File: src/hdl/table_skip_pkg.sv
// Package of constants, types and the pointer step function for the table access and zero-skip block.
package table_skip_pkg;

  // ----------------------------------------------------------------
  // Widths and sizes
  // ----------------------------------------------------------------
  localparam int PTR_W      = 21;
  localparam int HOLD_N     = 8;
  localparam int HOLD_SEL_W = 3;
  localparam int BANK_W     = 4;
  localparam int DADDR_W    = 12;

  // ----------------------------------------------------------------
  // Opcode patterns and operand address limits
  // ----------------------------------------------------------------
  localparam logic [13:0] TBL_OP_HI   = 14'h0002;
  localparam logic [13:0] TBLW_OP_HI  = 14'h0003;
  localparam logic [6:0]  TSTZ_OP_HI  = 7'h33;
  localparam logic [7:0]  INDEX_LIMIT = 8'h5f;
  localparam logic [7:0]  ACCESS_SPLIT = 8'h60;
  localparam logic [3:0]  ACCESS_HI_BANK = 4'hf;

  // ----------------------------------------------------------------
  // Reset values
  // ----------------------------------------------------------------
  localparam logic [PTR_W-1:0] PTR_RESET   = 21'h000000;
  localparam logic [7:0]       LATCH_RESET = 8'h00;
  localparam logic [7:0]       HOLD_RESET  = 8'hff;

  // ----------------------------------------------------------------
  // Types
  // ----------------------------------------------------------------
  typedef enum logic [1:0] {
    MODE_KEEP = 2'h0,
    MODE_POST_INC = 2'h1,
    MODE_POST_DEC = 2'h2,
    MODE_PRE_INC = 2'h3
  } ptr_mode_t;

  typedef enum logic [3:0] {
    ST_IDLE  = 4'b0001,
    ST_TREAD = 4'b0010,
    ST_TWRITE = 4'b0100,
    ST_SKIP  = 4'b1000
  } exec_state_t;

  typedef struct packed {
    logic        valid;
    logic [15:0] word;
    logic        next_two_word;
  } instr_t;

  typedef struct packed {
    logic               req;
    logic [PTR_W-1:0]   addr;
  } pmem_req_t;

  typedef struct packed {
    logic               req;
    logic [DADDR_W-1:0] addr;
    logic               indexed;
    logic [7:0]         offset;
  } dmem_req_t;

  // ----------------------------------------------------------------
  // Functions
  // ----------------------------------------------------------------
  function automatic logic [PTR_W-1:0] ptr_step(input logic [PTR_W-1:0] p,
                                                input ptr_mode_t m);
    logic [PTR_W-1:0] r;
    r = p;
    case (m)
      MODE_POST_INC: r = p + 21'h000001;
      MODE_PRE_INC:  r = p + 21'h000001;
      MODE_POST_DEC: r = p - 21'h000001;
      default:       r = p;
    endcase
    return r;
  endfunction

endpackage

File: src/hdl/pointer_unit.sv
// Table pointer register with mode-driven update.
module pointer_unit
  import table_skip_pkg::*;
(
  // Clock and reset
  input  wire logic             clk,
  input  wire logic             reset,
  // Control
  input  wire logic             load_en,
  input  wire logic [PTR_W-1:0] load_value,
  input  wire logic             step_en,
  input  wire ptr_mode_t        mode,
  // State
  output logic [PTR_W-1:0]      ptr_value,
  output logic [PTR_W-1:0]      access_addr
);

  logic [PTR_W-1:0] ptr_reg;
  logic [PTR_W-1:0] ptr_next;

  always_comb begin
    ptr_next = ptr_reg;
    if (step_en) begin
      ptr_next = ptr_step(ptr_reg, mode);
    end else if (load_en) begin
      ptr_next = load_value;
    end
  end

  always_ff @(posedge clk or posedge reset) begin
    if (reset) begin
      ptr_reg <= PTR_RESET;
    end else begin
      ptr_reg <= ptr_next;
    end
  end

  assign ptr_value   = ptr_reg;
  // Pre-increment reads at the new value, the others at the old value.
  assign access_addr = (mode == MODE_PRE_INC) ? ptr_step(ptr_reg, mode) : ptr_reg;

endmodule

File: src/hdl/table_access_and_zero_skip.sv
// Execution logic for table read, table write and test-zero-skip instructions.
// Functional notes
// - Table read opcode is 0000_0000_0000_10nn; nn picks pointer mode.
// - Table read copies addressed program byte to latch in second cycle.
// - Table pointer is 21 bits, addressing bytes over two megabytes.
// - Pointer bit zero picks low byte when zero, high byte when one.
// - Post modes use old pointer; pre-increment uses incremented pointer.
// - Table write opcode is 0000_0000_0000_11nn with the same modes.
// - Table write stores latch into holding register chosen by pointer bits 2:0.
// - Holding registers feed later programming; writes never touch program memory.
// - Write pointer bit zero marks word byte; pointer updates as for reads.
// - Zero operand discards next instruction as a no-op; no flags change.
// - Skipping a two-word instruction costs three cycles, both words nulled.
// - Access bit zero uses access bank; one uses bank select register.
// - Extended set, access zero, operand up to 95 uses indexed offset.
module table_access_and_zero_skip
  import table_skip_pkg::*;
(
  // Clock and reset
  input  wire logic             clk,
  input  wire logic             reset,
  // Decoded instruction from the pipeline
  input  instr_t                instr,
  input  wire logic             ext_set_en,
  input  wire logic [BANK_W-1:0] bank_select_reg,
  // Software pointer and latch loads from the core
  input  wire logic             ptr_load_en,
  input  wire logic [PTR_W-1:0] ptr_load_value,
  input  wire logic             latch_load_en,
  input  wire logic [7:0]       latch_load_value,
  // Program memory
  input  wire logic [15:0]      pmem_word,
  output pmem_req_t             pmem_req,
  output logic                  pmem_byte_hi,
  // Data memory
  input  wire logic             dmem_valid,
  input  wire logic [7:0]       dmem_data,
  output dmem_req_t             dmem_req,
  // Pipeline control and state
  output logic                  busy,
  output logic                  flush,
  output logic [PTR_W-1:0]      table_pointer,
  output logic [7:0]            table_latch,
  output logic [HOLD_N*8-1:0]   hold_regs,
  output logic                  hold_write_pulse,
  output logic                  hold_byte_hi
);

  // ----------------------------------------------------------------
  // Decode
  // ----------------------------------------------------------------
  logic      is_tread;
  logic      is_twrite;
  logic      is_tstz;
  ptr_mode_t op_mode;

  assign is_tread  = instr.valid && (instr.word[15:2] == TBL_OP_HI);
  assign is_twrite = instr.valid && (instr.word[15:2] == TBLW_OP_HI);
  assign is_tstz   = instr.valid && (instr.word[15:9] == TSTZ_OP_HI);
  assign op_mode   = ptr_mode_t'(instr.word[1:0]);

  // ----------------------------------------------------------------
  // State
  // ----------------------------------------------------------------
  exec_state_t            state_reg;
  exec_state_t            state_next;
  ptr_mode_t              mode_reg;
  ptr_mode_t              mode_next;
  logic [7:0]             latch_reg;
  logic [7:0]             latch_next;
  logic [7:0]             hold_reg [HOLD_N];
  logic [7:0]             hold_next [HOLD_N];
  logic [1:0]             skip_cnt_reg;
  logic [1:0]             skip_cnt_next;
  logic                   two_word_reg;
  logic                   two_word_next;
  pmem_req_t              pmem_req_reg;
  pmem_req_t              pmem_req_next;
  logic                   byte_hi_reg;
  logic                   byte_hi_next;
  dmem_req_t              dmem_req_reg;
  dmem_req_t              dmem_req_next;
  logic                   busy_reg;
  logic                   busy_next;
  logic                   flush_reg;
  logic                   flush_next;
  logic                   hwp_reg;
  logic                   hwp_next;
  logic                   hbh_reg;
  logic                   hbh_next;
  logic                   step_en;
  logic [PTR_W-1:0]       ptr_value;
  logic [PTR_W-1:0]       access_addr;
  logic [7:0]             f_op;
  logic                   acc_bit;

  assign f_op    = instr.word[7:0];
  assign acc_bit = instr.word[8];

  pointer_unit u_ptr (
    .clk         (clk),
    .reset       (reset),
    .load_en     (ptr_load_en),
    .load_value  (ptr_load_value),
    .step_en     (step_en),
    .mode        (mode_reg),
    .ptr_value   (ptr_value),
    .access_addr (access_addr)
  );

  // ----------------------------------------------------------------
  // Next-state logic
  // ----------------------------------------------------------------
  always_comb begin
    state_next    = state_reg;
    mode_next     = mode_reg;
    latch_next    = latch_reg;
    hold_next     = hold_reg;
    skip_cnt_next = skip_cnt_reg;
    two_word_next = two_word_reg;
    pmem_req_next = '0;
    byte_hi_next  = byte_hi_reg;
    dmem_req_next = '0;
    busy_next     = 1'b0;
    flush_next    = 1'b0;
    hwp_next      = 1'b0;
    hbh_next      = hbh_reg;
    step_en       = 1'b0;
    if (latch_load_en) begin
      latch_next = latch_load_value;
    end
    case (state_reg)
      ST_IDLE: begin
        if (is_tread) begin
          mode_next  = op_mode;
          state_next = ST_TREAD;
          busy_next  = 1'b1;
        end else if (is_twrite) begin
          mode_next  = op_mode;
          state_next = ST_TWRITE;
          busy_next  = 1'b1;
        end else if (is_tstz) begin
          dmem_req_next.req = 1'b1;
          if (!acc_bit && ext_set_en && (f_op <= INDEX_LIMIT)) begin
            dmem_req_next.indexed = 1'b1;
            dmem_req_next.offset  = f_op;
          end else if (!acc_bit) begin
            dmem_req_next.addr = (f_op < ACCESS_SPLIT) ? {4'h0, f_op}
                                                       : {ACCESS_HI_BANK, f_op};
          end else begin
            dmem_req_next.addr = {bank_select_reg, f_op};
          end
          two_word_next = instr.next_two_word;
          state_next    = ST_SKIP;
          busy_next     = 1'b1;
        end
      end
      ST_TREAD: begin
        // Second cycle: fetch the byte and load the latch.
        pmem_req_next.req  = 1'b1;
        pmem_req_next.addr = access_addr;
        byte_hi_next       = access_addr[0];
        latch_next         = access_addr[0] ? pmem_word[15:8] : pmem_word[7:0];
        step_en            = 1'b1;
        state_next         = ST_IDLE;
      end
      ST_TWRITE: begin
        // The holding register is written and the pointer steps; program memory is untouched.
        hold_next[access_addr[HOLD_SEL_W-1:0]] = latch_reg;
        hbh_next   = access_addr[0];
        hwp_next   = 1'b1;
        step_en    = 1'b1;
        state_next = ST_IDLE;
      end
      ST_SKIP: begin
        if (skip_cnt_reg != 2'h0) begin
          skip_cnt_next = skip_cnt_reg - 2'h1;
          busy_next     = (skip_cnt_reg != 2'h1);
          flush_next    = 1'b1;
          if (skip_cnt_reg == 2'h1) begin
            state_next = ST_IDLE;
          end
        end else if (dmem_valid) begin
          if (dmem_data == 8'h00) begin
            // Discard one or two fetched words as no-ops; flags untouched.
            skip_cnt_next = two_word_reg ? 2'h1 : 2'h0;
            flush_next    = 1'b1;
            busy_next     = two_word_reg;
            state_next    = two_word_reg ? ST_SKIP : ST_IDLE;
          end else begin
            state_next = ST_IDLE;
          end
        end else begin
          busy_next = 1'b1;
        end
      end
      default: begin
        state_next = ST_IDLE;
      end
    endcase
  end

  // ----------------------------------------------------------------
  // Registers
  // ----------------------------------------------------------------
  always_ff @(posedge clk or posedge reset) begin
    if (reset) begin
      state_reg    <= ST_IDLE;
      mode_reg     <= MODE_KEEP;
      latch_reg    <= LATCH_RESET;
      hold_reg     <= '{default: HOLD_RESET};
      skip_cnt_reg <= 2'h0;
      two_word_reg <= 1'b0;
      pmem_req_reg <= '0;
      byte_hi_reg  <= 1'b0;
      dmem_req_reg <= '0;
      busy_reg     <= 1'b0;
      flush_reg    <= 1'b0;
      hwp_reg      <= 1'b0;
      hbh_reg      <= 1'b0;
    end else begin
      state_reg    <= state_next;
      mode_reg     <= mode_next;
      latch_reg    <= latch_next;
      hold_reg     <= hold_next;
      skip_cnt_reg <= skip_cnt_next;
      two_word_reg <= two_word_next;
      pmem_req_reg <= pmem_req_next;
      byte_hi_reg  <= byte_hi_next;
      dmem_req_reg <= dmem_req_next;
      busy_reg     <= busy_next;
      flush_reg    <= flush_next;
      hwp_reg      <= hwp_next;
      hbh_reg      <= hbh_next;
    end
  end

  // ----------------------------------------------------------------
  // Outputs
  // ----------------------------------------------------------------
  assign pmem_req         = pmem_req_reg;
  assign pmem_byte_hi     = byte_hi_reg;
  assign dmem_req         = dmem_req_reg;
  assign busy             = busy_reg;
  assign flush            = flush_reg;
  assign table_pointer    = ptr_value;
  assign table_latch      = latch_reg;
  assign hold_write_pulse = hwp_reg;
  assign hold_byte_hi     = hbh_reg;

  always_comb begin
    for (int i = 0; i < HOLD_N; i++) begin
      hold_regs[i*8 +: 8] = hold_reg[i];
    end
  end

endmodule

File: config.mk
export PLATFORM = sky130hd
export DESIGN_NAME = table_access_and_zero_skip
export DESIGN_NICKNAME = d
export VERILOG_FILES = /design/src/hdl/table_skip_pkg.sv /design/src/hdl/pointer_unit.sv /design/src/hdl/table_access_and_zero_skip.sv
export SDC_FILE = /design/constraint.sdc
export NUM_CORES = 1
export LEC_CHECK = 0
export BUFFER_PORTS_ARGS = -buffer_cell sky130_fd_sc_hd__buf_2
export CAP_MARGIN = 20
export CORE_ASPECT_RATIO = 1.25
export CORE_MARGIN = 2
export CORE_UTILIZATION = 47
export CTS_BUF_LIST = sky130_fd_sc_hd__clkbuf_8
export DETAILED_ROUTE_END_ITERATION = 7
export PLACE_DENSITY = 0.81
export RECOVER_POWER = 50
export SYNTH_ARGS = -nofsm -noshare
export SYNTH_HDL_FRONTEND = slang
export SYNTH_SLANG_ARGS = --single-unit
File: constraint.sdc
create_clock -name clk -period 4.8 [get_ports clk]
set_input_delay 0 -clock clk [delete_from_list [all_inputs] [get_ports clk]]
set_output_delay 0 -clock clk [all_outputs]
set_load 0.02 [all_outputs]
==> results of run 1 <==
-- per-stage QoR --
stage          hold WS, ps  setup WS [ps]
2_1_floorplan         73.5            843
3_3_place_gp           207           1940
3_5_place_dp           212           1870
4_1_cts               28.8           1610
5_1_grt               54.2           1400
6_report              48.8           1620
-- synthesized netlist by cell type, types with 12 or more instances --
library cell  count  area, µm²
dfrtp_1          86       2150
mux2_2           74        833
dfstp_2          65       1710
nor2_1           39        146
nand2_1          38        143
o21ai_0          25        125
and2_1           23        144
a21oi_1          21        105
clkbuf_1         20       75.1
inv_1            15       56.3
nand3_1          15       75.1
nand4_1          12       75.1
nor3_1           12       60.1
-- placed cells by master, fill, tap and decap left out, drive strengths merged, types with 11 or more instances in the layout --
master	synthesis	final
inv	15	22
dfstp	65	65
and2	23	23
dfrtp	86	86
nand3	16	16
nor4	13	13
dlygate4sd3	0	70
clkbuf	20	130
nor3	17	17
buf	16	113
xnor2	11	11
nand2	39	39
a21oi	21	21
nand4	14	14
nor2	39	39
o21ai	26	26
mux2	74	74
-- power by group through the flow --
| stage | Sequential [W] | Combinational [W] | Clock, W |
|---|---|---|---|
| 2_1_floorplan | 0.00138 | 0.000157 | 0 |
| 3_3_place_gp | 0.00139 | 0.000243 | 0 |
| 3_5_place_dp | 0.00140 | 0.000247 | 0 |
| 4_1_cts | 0.00137 | 0.000296 | 0.00102 |
| 5_1_grt | 0.00138 | 0.000327 | 0.00107 |
| 6_report | 0.00138 | 0.000298 | 0.00100 |
-- logic make-up (layout without fill, tap and decap cells) --
family / count (synthesis) / after routing / share of synthesized area, %
other: 1 / 1 / 0.0520
XOR/XNOR: 20 / 20 / 2.79
flip-flops: 151 / 151 / 53.5
adder cells (fa/ha/maj): 2 / 2 / 0.347
buffers and inverters: 51 / 343 / 3.26
AND/OR/NAND/NOR: 212 / 212 / 17.5
multiplexers: 82 / 82 / 12.7
AO/OA/AOI/OAI: 108 / 108 / 9.92
-- metal layers --
metal / GRT usage, % / share of wire (%) / up-vias
met3: 5.88 / 7.0 / 52
li1: - / - / 2837
met5: 0 / 0 / -
met2: 43.8 / 52 / 315
met1: 30.2 / 38 / 3047
met4: 10.1 / 2.9 / 0
-- cell type report --
type | instances | area share, %
Clock buffer | 17 | 2.50
Clock inverter | 15 | 1.78
Multi-Input combinational cell | 425 | 33.3
Timing Repair Buffer | 296 | 18.2
Inverter | 15 | 0.641
Sequential cell | 151 | 41.2
Tap cell | 182 | 2.43
-- path summary, 6_finish.rpt --
check	startpoint	endpoint	slack [ps]	depth (start not counted)
max in group asynchronous	reset	hold_regs[53]	2550	4
min reg2reg	pmem_byte_hi	pmem_byte_hi	480	1
min	instr[17]	busy	50	3
max	mode_reg[0]	table_latch[6]	1620	6
max reg2reg	mode_reg[0]	table_latch[6]	1620	6
min in group asynchronous	reset	dmem_req[19]	760	3
-- tightest hold or removal path: stages --
cell and delay [ps]:
buf_2 100, nand4b_1 230, o21ai_0 120
==> impl_metrics.json, run 1 <==
{
  "path_buf_inv": 2,
  "clock_tree_buffer_depth": 2,
  "sequential_element_share_of_the_synthesized_area_pct": 53.5,
  "cellInternalPower_w": 0.00191,
  "drv_slew": 109,
  "postSynthRegisterBits": 151,
  "vdd.ir_drop.worst_v": 0.000147,
  "place.gp.congestion": 0.909,
  "grt_pass1_vias": 6170,
  "dpl.cell_count": 999,
  "starting_density_of_the_core_pct": 48.0,
  "failed_checks": "max-capacitance violations, max-slew violations",
  "drt-vias-per-instance": 5.68,
  "clock_tree.htree_level_count": 4,
  "edff_count_synth": 0,
  "dr.first_iter.drc_count": 539,
  "asyncSetResetFlopFracSynth_pct": 100,
  "post_synth_instance_area_mm2": 0.00721,
  "post_cts_resize_count": 0,
  "pwr-share-clk_pct": 37.4,
  "number_of_flip_flops_under_the_largest_register_name": 64,
  "final_cell_area_mm2": 0.00937,
  "clk-insertion-delay-late_ps": 460,
  "post-cts-setup-buffers": 0,
  "max_cap_viol_count": 1,
  "grt.overflow.total": 0,
  "period_needed_ps": 3180,
  "static-leakage-power_nw": 4.13,
  "wl_per_cell_um": 18.5,
  "postPlaceCellArea_mm2": 0.00841,
  "hold_class": "input port to register",
  "num_io_pins": 223,
  "maxClockFrequency_mhz": 315,
  "wp_data_arrival_ps": 3510,
  "crit_path_frequent_cell": "dlygate4sd3_1",
  "route.detailed.drc": 0,
  "combined_area_of_the_multi_input_logic_cells_mm2": 0.00312,
  "critical-path-slowest-cell": "xnor2_2",
  "maxSlewHeadroom_pct": -52.0,
  "core_area_mm2": 0.0150,
  "synth_top_flop_cell": "dfrtp_1",
  "yosys.cell_types.count": 75,
  "placement_rows": 50,
  "netlist_instances": 627,
  "finish.utilization_pct": 62.4,
  "grt_start_max_net_pins": 109,
  "clock-skew-final_ps": 13.0,
  "postCtsHoldBufs": 70,
  "fp.dieArea_mm2": 0.0164,
  "drtPass1Iterations": 5,
  "drive_above_1_share_pct": 33.6,
  "run_status": "complete, but fails checks",
  "power.combinational.fraction_pct": 11.1,
  "power_density_mw_per_mm2": 285,
  "worst-setup-path-type": "register to register",
  "worst_setup_end_kind": "register",
  "post_synth.cell_area_avg_um2": 11.5,
  "buffer_ports.inserted": 222,
  "vias": 6251,
  "report.final.setup_viol": 0,
  "seq_power_share_pct": 51.5,
  "report.final.hold_viol_count": 0,
  "die_w_um": 115,
  "die-height_um": 143,
  "final_cell_count_no_fill": 1101,
  "diodes": 0,
  "worst_path_dominant_cell_family": "buffers and inverters",
  "crit_path_start_kind": "register",
  "p_sw_w": 0.000761,
  "finish.net_count": 989,
  "area.growth.synth_to_final_pct": 29.8,
  "ys_warn_count": 0,
  "cts.sink_count": 151,
  "area_occupied_by_registers_mm2": 0.00386,
  "cp_required_ps": 5140,
  "cts_tree": "done",
  "total_length_of_routed_wires_mm": 20.3,
  "detailed_place_hpwl_mm": 13.5,
  "finalPower_w": 0.00267,
  "worst_setup_hold_path_clk_slew_ps": 80,
  "cts.root.buffer_cell": "clkbuf_8",
  "max_slew.worst_pin.slew_ps": 2280,
  "cts-buffers-inserted": 17,
  "fin_crit_sh_pct": 66.2,
  "antenna_found_initial": 0,
  "fill_cells": 1219,
  "critical_path.cell_chain": "and2_1 > xnor2_2 > mux2i_1 > dlygate4sd3_1 > o21ai_0 > dlygate4sd3_1",
  "fin_setup_tns_ps": 0,
  "grt_first_pass_wirelength_mm": 32.0,
  "gr-usage-all-layers_pct": 25.2,
  "rsz_0062_raised_after_global_routing": "false",
  "mappedNetlistNets": 710,
  "power.share.switching_pct": 28.5,
  "drt.antenna.violating_nets": 0,
  "cpPeakStageDelay_ps": 810,
  "cp_max_fo": 13
}
(Power assumes the default switching activity.)
==> inputs of run 2 (changes only) <==
- PLACE_DENSITY: 0.81 -> 0.84
- clock period: 4.8 -> 2.6 ns (I/O delays scaled with it)
==> run 2 against run 1 <==
Setup slack lost 1500 ps. Sequential power grew 83%. The run still ends with max-capacitance violations, max-slew violations left. Register-to-register slack lost 1500 ps. Largest cell class unchanged. Critical path type unchanged.
==> impl_metrics.json, run 2 (synthesis results as in run 1) <==
{
  "run_status": "complete, but fails checks",
  "failed_checks": "max-capacitance violations, max-slew violations",
  "layout_common_cells": "buf_2 (126), clkbuf_1 (98), dfrtp_1 (86)",
  "cts.root.buffer_cell": "clkbuf_8",
  "grt_start_max_net_pins": 60,
  "cp_required_ps": 3000,
  "grt.overflow.total": 0,
  "clock-skew-final_ps": 10.0,
  "area_occupied_by_registers_mm2": 0.00386,
  "placement_rows": 50,
  "static-leakage-power_nw": 4.39,
  "fin_hold_ws_ps": 56.8,
  "report.final.hold_viol_count": 0,
  "worst_setup_hold_path_clk_slew_ps": 80,
  "drt.antenna.violating_nets": 0,
  "dr.first_iter.drc_count": 498,
  "clk-insertion-delay-late_ps": 470,
  "diodes": 0,
  "power.combinational.fraction_pct": 11.4,
  "antenna_found_initial": 0,
  "mostFrequentLayoutCell": "buf_2",
  "number_of_flip_flops_under_the_largest_register_name": 64,
  "vias": 6410,
  "cts-buffers-inserted": 17,
  "die-height_um": 143,
  "critical-path-slowest-cell": "dfstp_2",
  "cellInternalPower_w": 0.00388,
  "drive_above_1_share_pct": 37.3,
  "power.share.switching_pct": 26.5,
  "area.growth.synth_to_final_pct": 34.8,
  "clock_tree.htree_level_count": 4,
  "route.detailed.drc": 0,
  "fin_crit_sh_pct": 96.8,
  "die_w_um": 115,
  "worst_setup_end_kind": "register",
  "total_length_of_routed_wires_mm": 21.6,
  "fill_cells": 1166,
  "wl_per_cell_um": 19.1,
  "critical_path.cell_chain": "nor4b_4 > nand4b_1 > buf_4 > or3_1 > a21oi_1 > dlygate4sd3_1",
  "place.gp.congestion": 0.922,
  "worst_r2r_startpoint": "state_reg[0]",
  "crit_path_start_kind": "register",
  "grt_pass1_vias": 6376,
  "post-cts-setup-buffers": 0,
  "gr-usage-all-layers_pct": 26.6,
  "grt_first_pass_wirelength_mm": 33.3,
  "period_needed_ps": 2520,
  "cts.sink_count": 151,
  "cts_tree": "done",
  "buffer_ports.inserted": 222,
  "timing.critical_path.from": "state_reg[0]",
  "clock_tree_buffer_depth": 2,
  "detailed_place_hpwl_mm": 14.4,
  "max_slew.worst_pin.slew_ps": 1590,
  "core_area_mm2": 0.0150,
  "starting_density_of_the_core_pct": 48.0,
  "combined_area_of_the_multi_input_logic_cells_mm2": 0.00314,
  "cp_max_fo": 6,
  "drv_slew": 39,
  "power_density_mw_per_mm2": 543,
  "num_io_pins": 223,
  "pwr-share-clk_pct": 41.0,
  "cpPeakStageDelay_ps": 600,
  "p_sw_w": 0.00140,
  "drt-vias-per-instance": 5.66,
  "maxSlewHeadroom_pct": -6.32,
  "seq_power_share_pct": 47.7,
  "rsz_0062_raised_after_global_routing": "false",
  "report.final.setup_viol": 0,
  "min_from": "latch_load_en",
  "finish.utilization_pct": 64.8,
  "max_cap_viol_count": 1,
  "fin_setup_tns_ps": 0,
  "drtPass1Iterations": 5,
  "fp.dieArea_mm2": 0.0164,
  "finish.net_count": 1020,
  "wp_data_arrival_ps": 2920,
  "vdd.ir_drop.worst_v": 0.000260,
  "maxClockFrequency_mhz": 397,
  "worst-setup-path-type": "register to register",
  "hold_class": "input port to register"
}
-- run 2: cell types whose count changed in the layout (fill, tap and decap cells not counted), moves of 2 or more --
cell           change
buf_4             +23
buf_2             +17
dlygate4sd3_1      +5
bufinv_16          +3
clkinvlp_4         -2
inv_6              -3
clkbuf_8           +2
clkbuf_1          -15
-- run 2: cell type report --
| class | instances | share of cell area [%] |
|---|---|---|
| multi-input combinational | 425 | 32.3 |
| sequential | 151 | 39.7 |
| clock inverter | 13 | 2.23 |
| clock buffer | 19 | 2.69 |
| inverter | 15 | 0.592 |
| tap | 182 | 2.34 |
| timing repair buffer | 327 | 20.2 |
-- run 2: metal layers --
metal	track usage (%)	wire length (µm)	vias to the layer above
met5	0	0	-
met4	15.0	912	0
met3	5.20	1340	73
met2	46.4	11000	295
met1	30.5	8350	3144
li1	-	-	2898
-- run 2: power groups by stage --
stage	Clock (W)	Combinational [W]	Sequential [W]
global placement	0	0.000496	0.00255
finish	0.00216	0.000600	0.00252
global route	0.00229	0.000649	0.00253
floorplan	0	0.000290	0.00254
detailed placement	0	0.000506	0.00256
CTS	0.00220	0.000595	0.00252
-- run 2: worst max-delay path, delay by kind of cell (launching register included) --
family	cells	cell delay, ps
flops	1	600
buf+inv	2	810
compound gates	1	180
simple gates	3	870
-- run 2: final timing paths --
path	to	slack (ps)	cells past startpoint
max	dmem_req[20]	80	6
min	table_latch[1]	60	4
max reg2reg	dmem_req[20]	80	6
min reg2reg	pmem_byte_hi	490	1
max in group asynchronous	pmem_req[14]	570	4
min in group asynchronous	table_latch[2]	460	3
-- run 2: what timing repair did --
action                                  CTS  global route
hold endpoints to repair                 63             0
hold buffers                             75             0
resized for setup                         0             5
endpoints found under the setup margin    0            14
-- run 2: metrics by stage --
| stage | worst slack, ps | std cells | area [µm²] | power (W) |
|---|---|---|---|---|
| after detailed placement | 283 | 1025 | 8620 | 0.00306 |
| final | 83.3 | 1132 | 9720 | 0.00528 |
| after floorplan | 284 | 627 | 7220 | 0.00283 |
| after global placement | 333 | 1025 | 8620 | 0.00305 |
| after global routing | 25.5 | 1132 | 9720 | 0.00547 |
| after CTS | 8.07 | 1132 | 9840 | 0.00531 |
==> inputs of run 3 (changes only) <==
- ABC_CLOCK_PERIOD_IN_PS: unset -> 2400
- PLACE_DENSITY: 0.84 -> 0.81
- clock period: 2.6 -> 2.4 ns (I/O delays scaled with it)
==> run 3 against run 2 <==
First-iteration DRC count grew 1.6%. Setup slack improved by 49 ps. Register-to-register slack better by 50 ps. Clock skew decreased by 3.3 ps. Hold slack lost 17 ps. Wire length is 3.5% lower. Sequential share of layout area shrank 0.13 points. Flip-flop and latch count unchanged. Die area did not move. Largest power group unchanged. The run still ends with max-capacitance violations, max-slew violations left. Highest routed layer unchanged. Count of clock-buffer cells in the layout fell by 2. Sequential power up 8.3%.
==> impl_metrics.json, run 3 (synthesis results as in run 1) <==
{
  "fin_hold_ws_ps": 39.9,
  "rsz_0062_raised_after_global_routing": "false",
  "top_layer": "met4",
  "grt_start_max_net_pins": 87,
  "worst_path_dominant_cell_family": "simple AND/OR/NAND/NOR gates",
  "cts.sink_count": 151,
  "report.final.hold_viol_count": 0,
  "drt-vias-per-instance": 5.62,
  "dr.first_iter.drc_count": 506,
  "mostFrequentLayoutCell": "buf_2",
  "placement_rows": 50,
  "grt_first_pass_wirelength_mm": 32.7,
  "worst-setup-path-type": "register to register",
  "detailroute.wirelength.met2_mm": 10.6,
  "vias": 6386,
  "diodes": 0,
  "core_area_mm2": 0.0150,
  "max_slew.worst_pin.slew_ps": 1820,
  "fin_crit_sh_pct": 94.5,
  "power_density_mw_per_mm2": 552,
  "grt_pass1_vias": 6196,
  "run_status": "complete, but fails checks",
  "critical-path-slowest-cell": "dfrtp_2",
  "cts-buffers-inserted": 17,
  "cp_required_ps": 2780,
  "regToRegEndpoint": "u_ptr.ptr_value[20]",
  "clock-skew-final_ps": 6.72,
  "fin_setup_tns_ps": 0,
  "cp_max_fo": 10,
  "number_of_flip_flops_under_the_largest_register_name": 64,
  "die_w_um": 115,
  "wl_per_cell_um": 18.4,
  "finish.net_count": 1024,
  "drive_above_1_share_pct": 41.2,
  "report.final.setup_viol": 0,
  "crit_path_start_kind": "register",
  "fill_cells": 1184,
  "num_io_pins": 223,
  "fp.dieArea_mm2": 0.0164,
  "die-height_um": 143,
  "grt.overflow.total": 0,
  "maxSlewHeadroom_pct": -21.6,
  "max_cap_viol_count": 2,
  "period_needed_ps": 2270,
  "area.growth.synth_to_final_pct": 35.3,
  "clock_tree.htree_level_count": 4,
  "worst_setup_end_kind": "register",
  "static-leakage-power_nw": 4.50,
  "route.detailed.drc": 0,
  "drv_slew": 153,
  "maxClockFrequency_mhz": 441,
  "worst_r2r_startpoint": "u_ptr.ptr_value[0]",
  "path_buf_inv": 1,
  "clock_tree_buffer_depth": 2,
  "cpPeakStageDelay_ps": 500,
  "wl_met3_mm": 1.41,
  "route.layer.met1.wl_mm": 8.16,
  "clk-insertion-delay-late_ps": 460,
  "setup.reg_to_reg.worst_slack_ps": 130,
  "worst_setup_hold_path_clk_slew_ps": 90,
  "total_length_of_routed_wires_mm": 20.9,
  "wp_data_arrival_ps": 2650,
  "drt.antenna.violating_nets": 0,
  "vdd.ir_drop.worst_v": 0.000325,
  "starting_density_of_the_core_pct": 48.0,
  "layout_common_cells": "buf_2 (154), dfrtp_1 (85), mux2_2 (74)",
  "antenna_found_initial": 0,
  "timing.reg2reg.worst_path_depth": 7,
  "cts_tree": "done",
  "critical_path.cell_chain": "inv_1 > ha_1 > or3b_2 > nor4_1 > a22oi_1 > or3_1 > o211ai_1",
  "drtPass1Iterations": 5,
  "gr-usage-all-layers_pct": 26.0,
  "hold_class": "input port to register",
  "hold_path_depth": 5,
  "worstHoldEndpoint": "state_reg[2]",
  "place.gp.congestion": 0.895,
  "buffer_ports.inserted": 222,
  "cts.root.buffer_cell": "clkbuf_8",
  "detailed_place_hpwl_mm": 14.1,
  "min_from": "instr[12]",
  "failed_checks": "max-capacitance violations, max-slew violations"
}
run 3: cell count changes in the layout (fill, tap and decap cells not counted), moves of 2 or more:
cell	previous run	this run
bufinv_16	5	2
buf_2	126	154
clkbuf_8	19	17
clkbuf_1	98	69
buf_12	0	4
clkinvlp_4	0	2
dlygate4sd3_1	75	69
inv_6	2	5
buf_4	27	34
run 3: routing by layer:
| layer | vias up | global-route usage, % |
|---|---|---|
| met5 | - | 0 |
| met2 | 329 | 44.3 |
| met1 | 3089 | 31.2 |
| met4 | 0 | 12.6 |
| li1 | 2908 | - |
| met3 | 60 | 5.24 |
run 3: layout make-up:
cell class                      count  area [µm²]  share of cell area [%]
Multi-Input combinational cell    425        3150                    32.3
Timing Repair Buffer              331        2060                    21.1
Clock inverter                     15         165                    1.69
Inverter                           15        57.6                   0.590
Tap cell                          182         228                    2.33
Clock buffer                       17         234                    2.40
Sequential cell                   151        3860                    39.6
run 3: worst max path at each step:
stage	from	end	cells after the start
global placement	u_ptr.ptr_value[0]	hold_regs[7]	6
global route	mode_reg[0]	table_latch[1]	6
finish	u_ptr.ptr_value[0]	u_ptr.ptr_value[20]	7
CTS	mode_reg[0]	table_latch[1]	6
floorplan	u_ptr.ptr_value[0]	u_ptr.ptr_value[10]	8
detailed placement	u_ptr.ptr_value[0]	hold_regs[1]	6
run 3: power breakdown:
| group | internal, W | switching (W) |
|---|---|---|
| clock network | 0.000948 | 0.00107 |
| logic | 0.000300 | 0.000346 |
| registers | 0.00260 | 0.000130 |
run 3: timing repair:
| action | in CTS | in global routing |
|---|---|---|
| endpoints found under the hold margin | 145 | 0 |
| hold buffers | 69 | 0 |
| gates resized for setup | 1 | 5 |
| pin swaps | 0 | 1 |
| setup buffers | 0 | 2 |
| cloned | 0 | 0 |
| endpoints found under the setup margin | 1 | 27 |
run 3: per-stage QoR:
stage / total power (W) / cells / utilization [%] / worst slack [ps] / area (µm²)
global route: 0.00561 / 1136 / 65.0 / 2.97 / 9760
finish: 0.00539 / 1136 / 65.0 / 133 / 9760
global placement: 0.00331 / 1033 / 58.0 / 103 / 8710
CTS: 0.00542 / 1134 / 65.3 / 32.3 / 9810
detailed placement: 0.00332 / 1033 / 58.0 / 9.74 / 8710
floorplan: 0.00307 / 627 / - / 84.3 / 7220
run 3: worst reg2reg max path, delay by kind of cell (launching register included):
family	cells	cell delay (ps)
and+or+nand+nor	3	1120
DFF	1	500
AOI/OAI and AO/OA	2	250
adders and majority gates	1	190
buffers and inverters	1	140
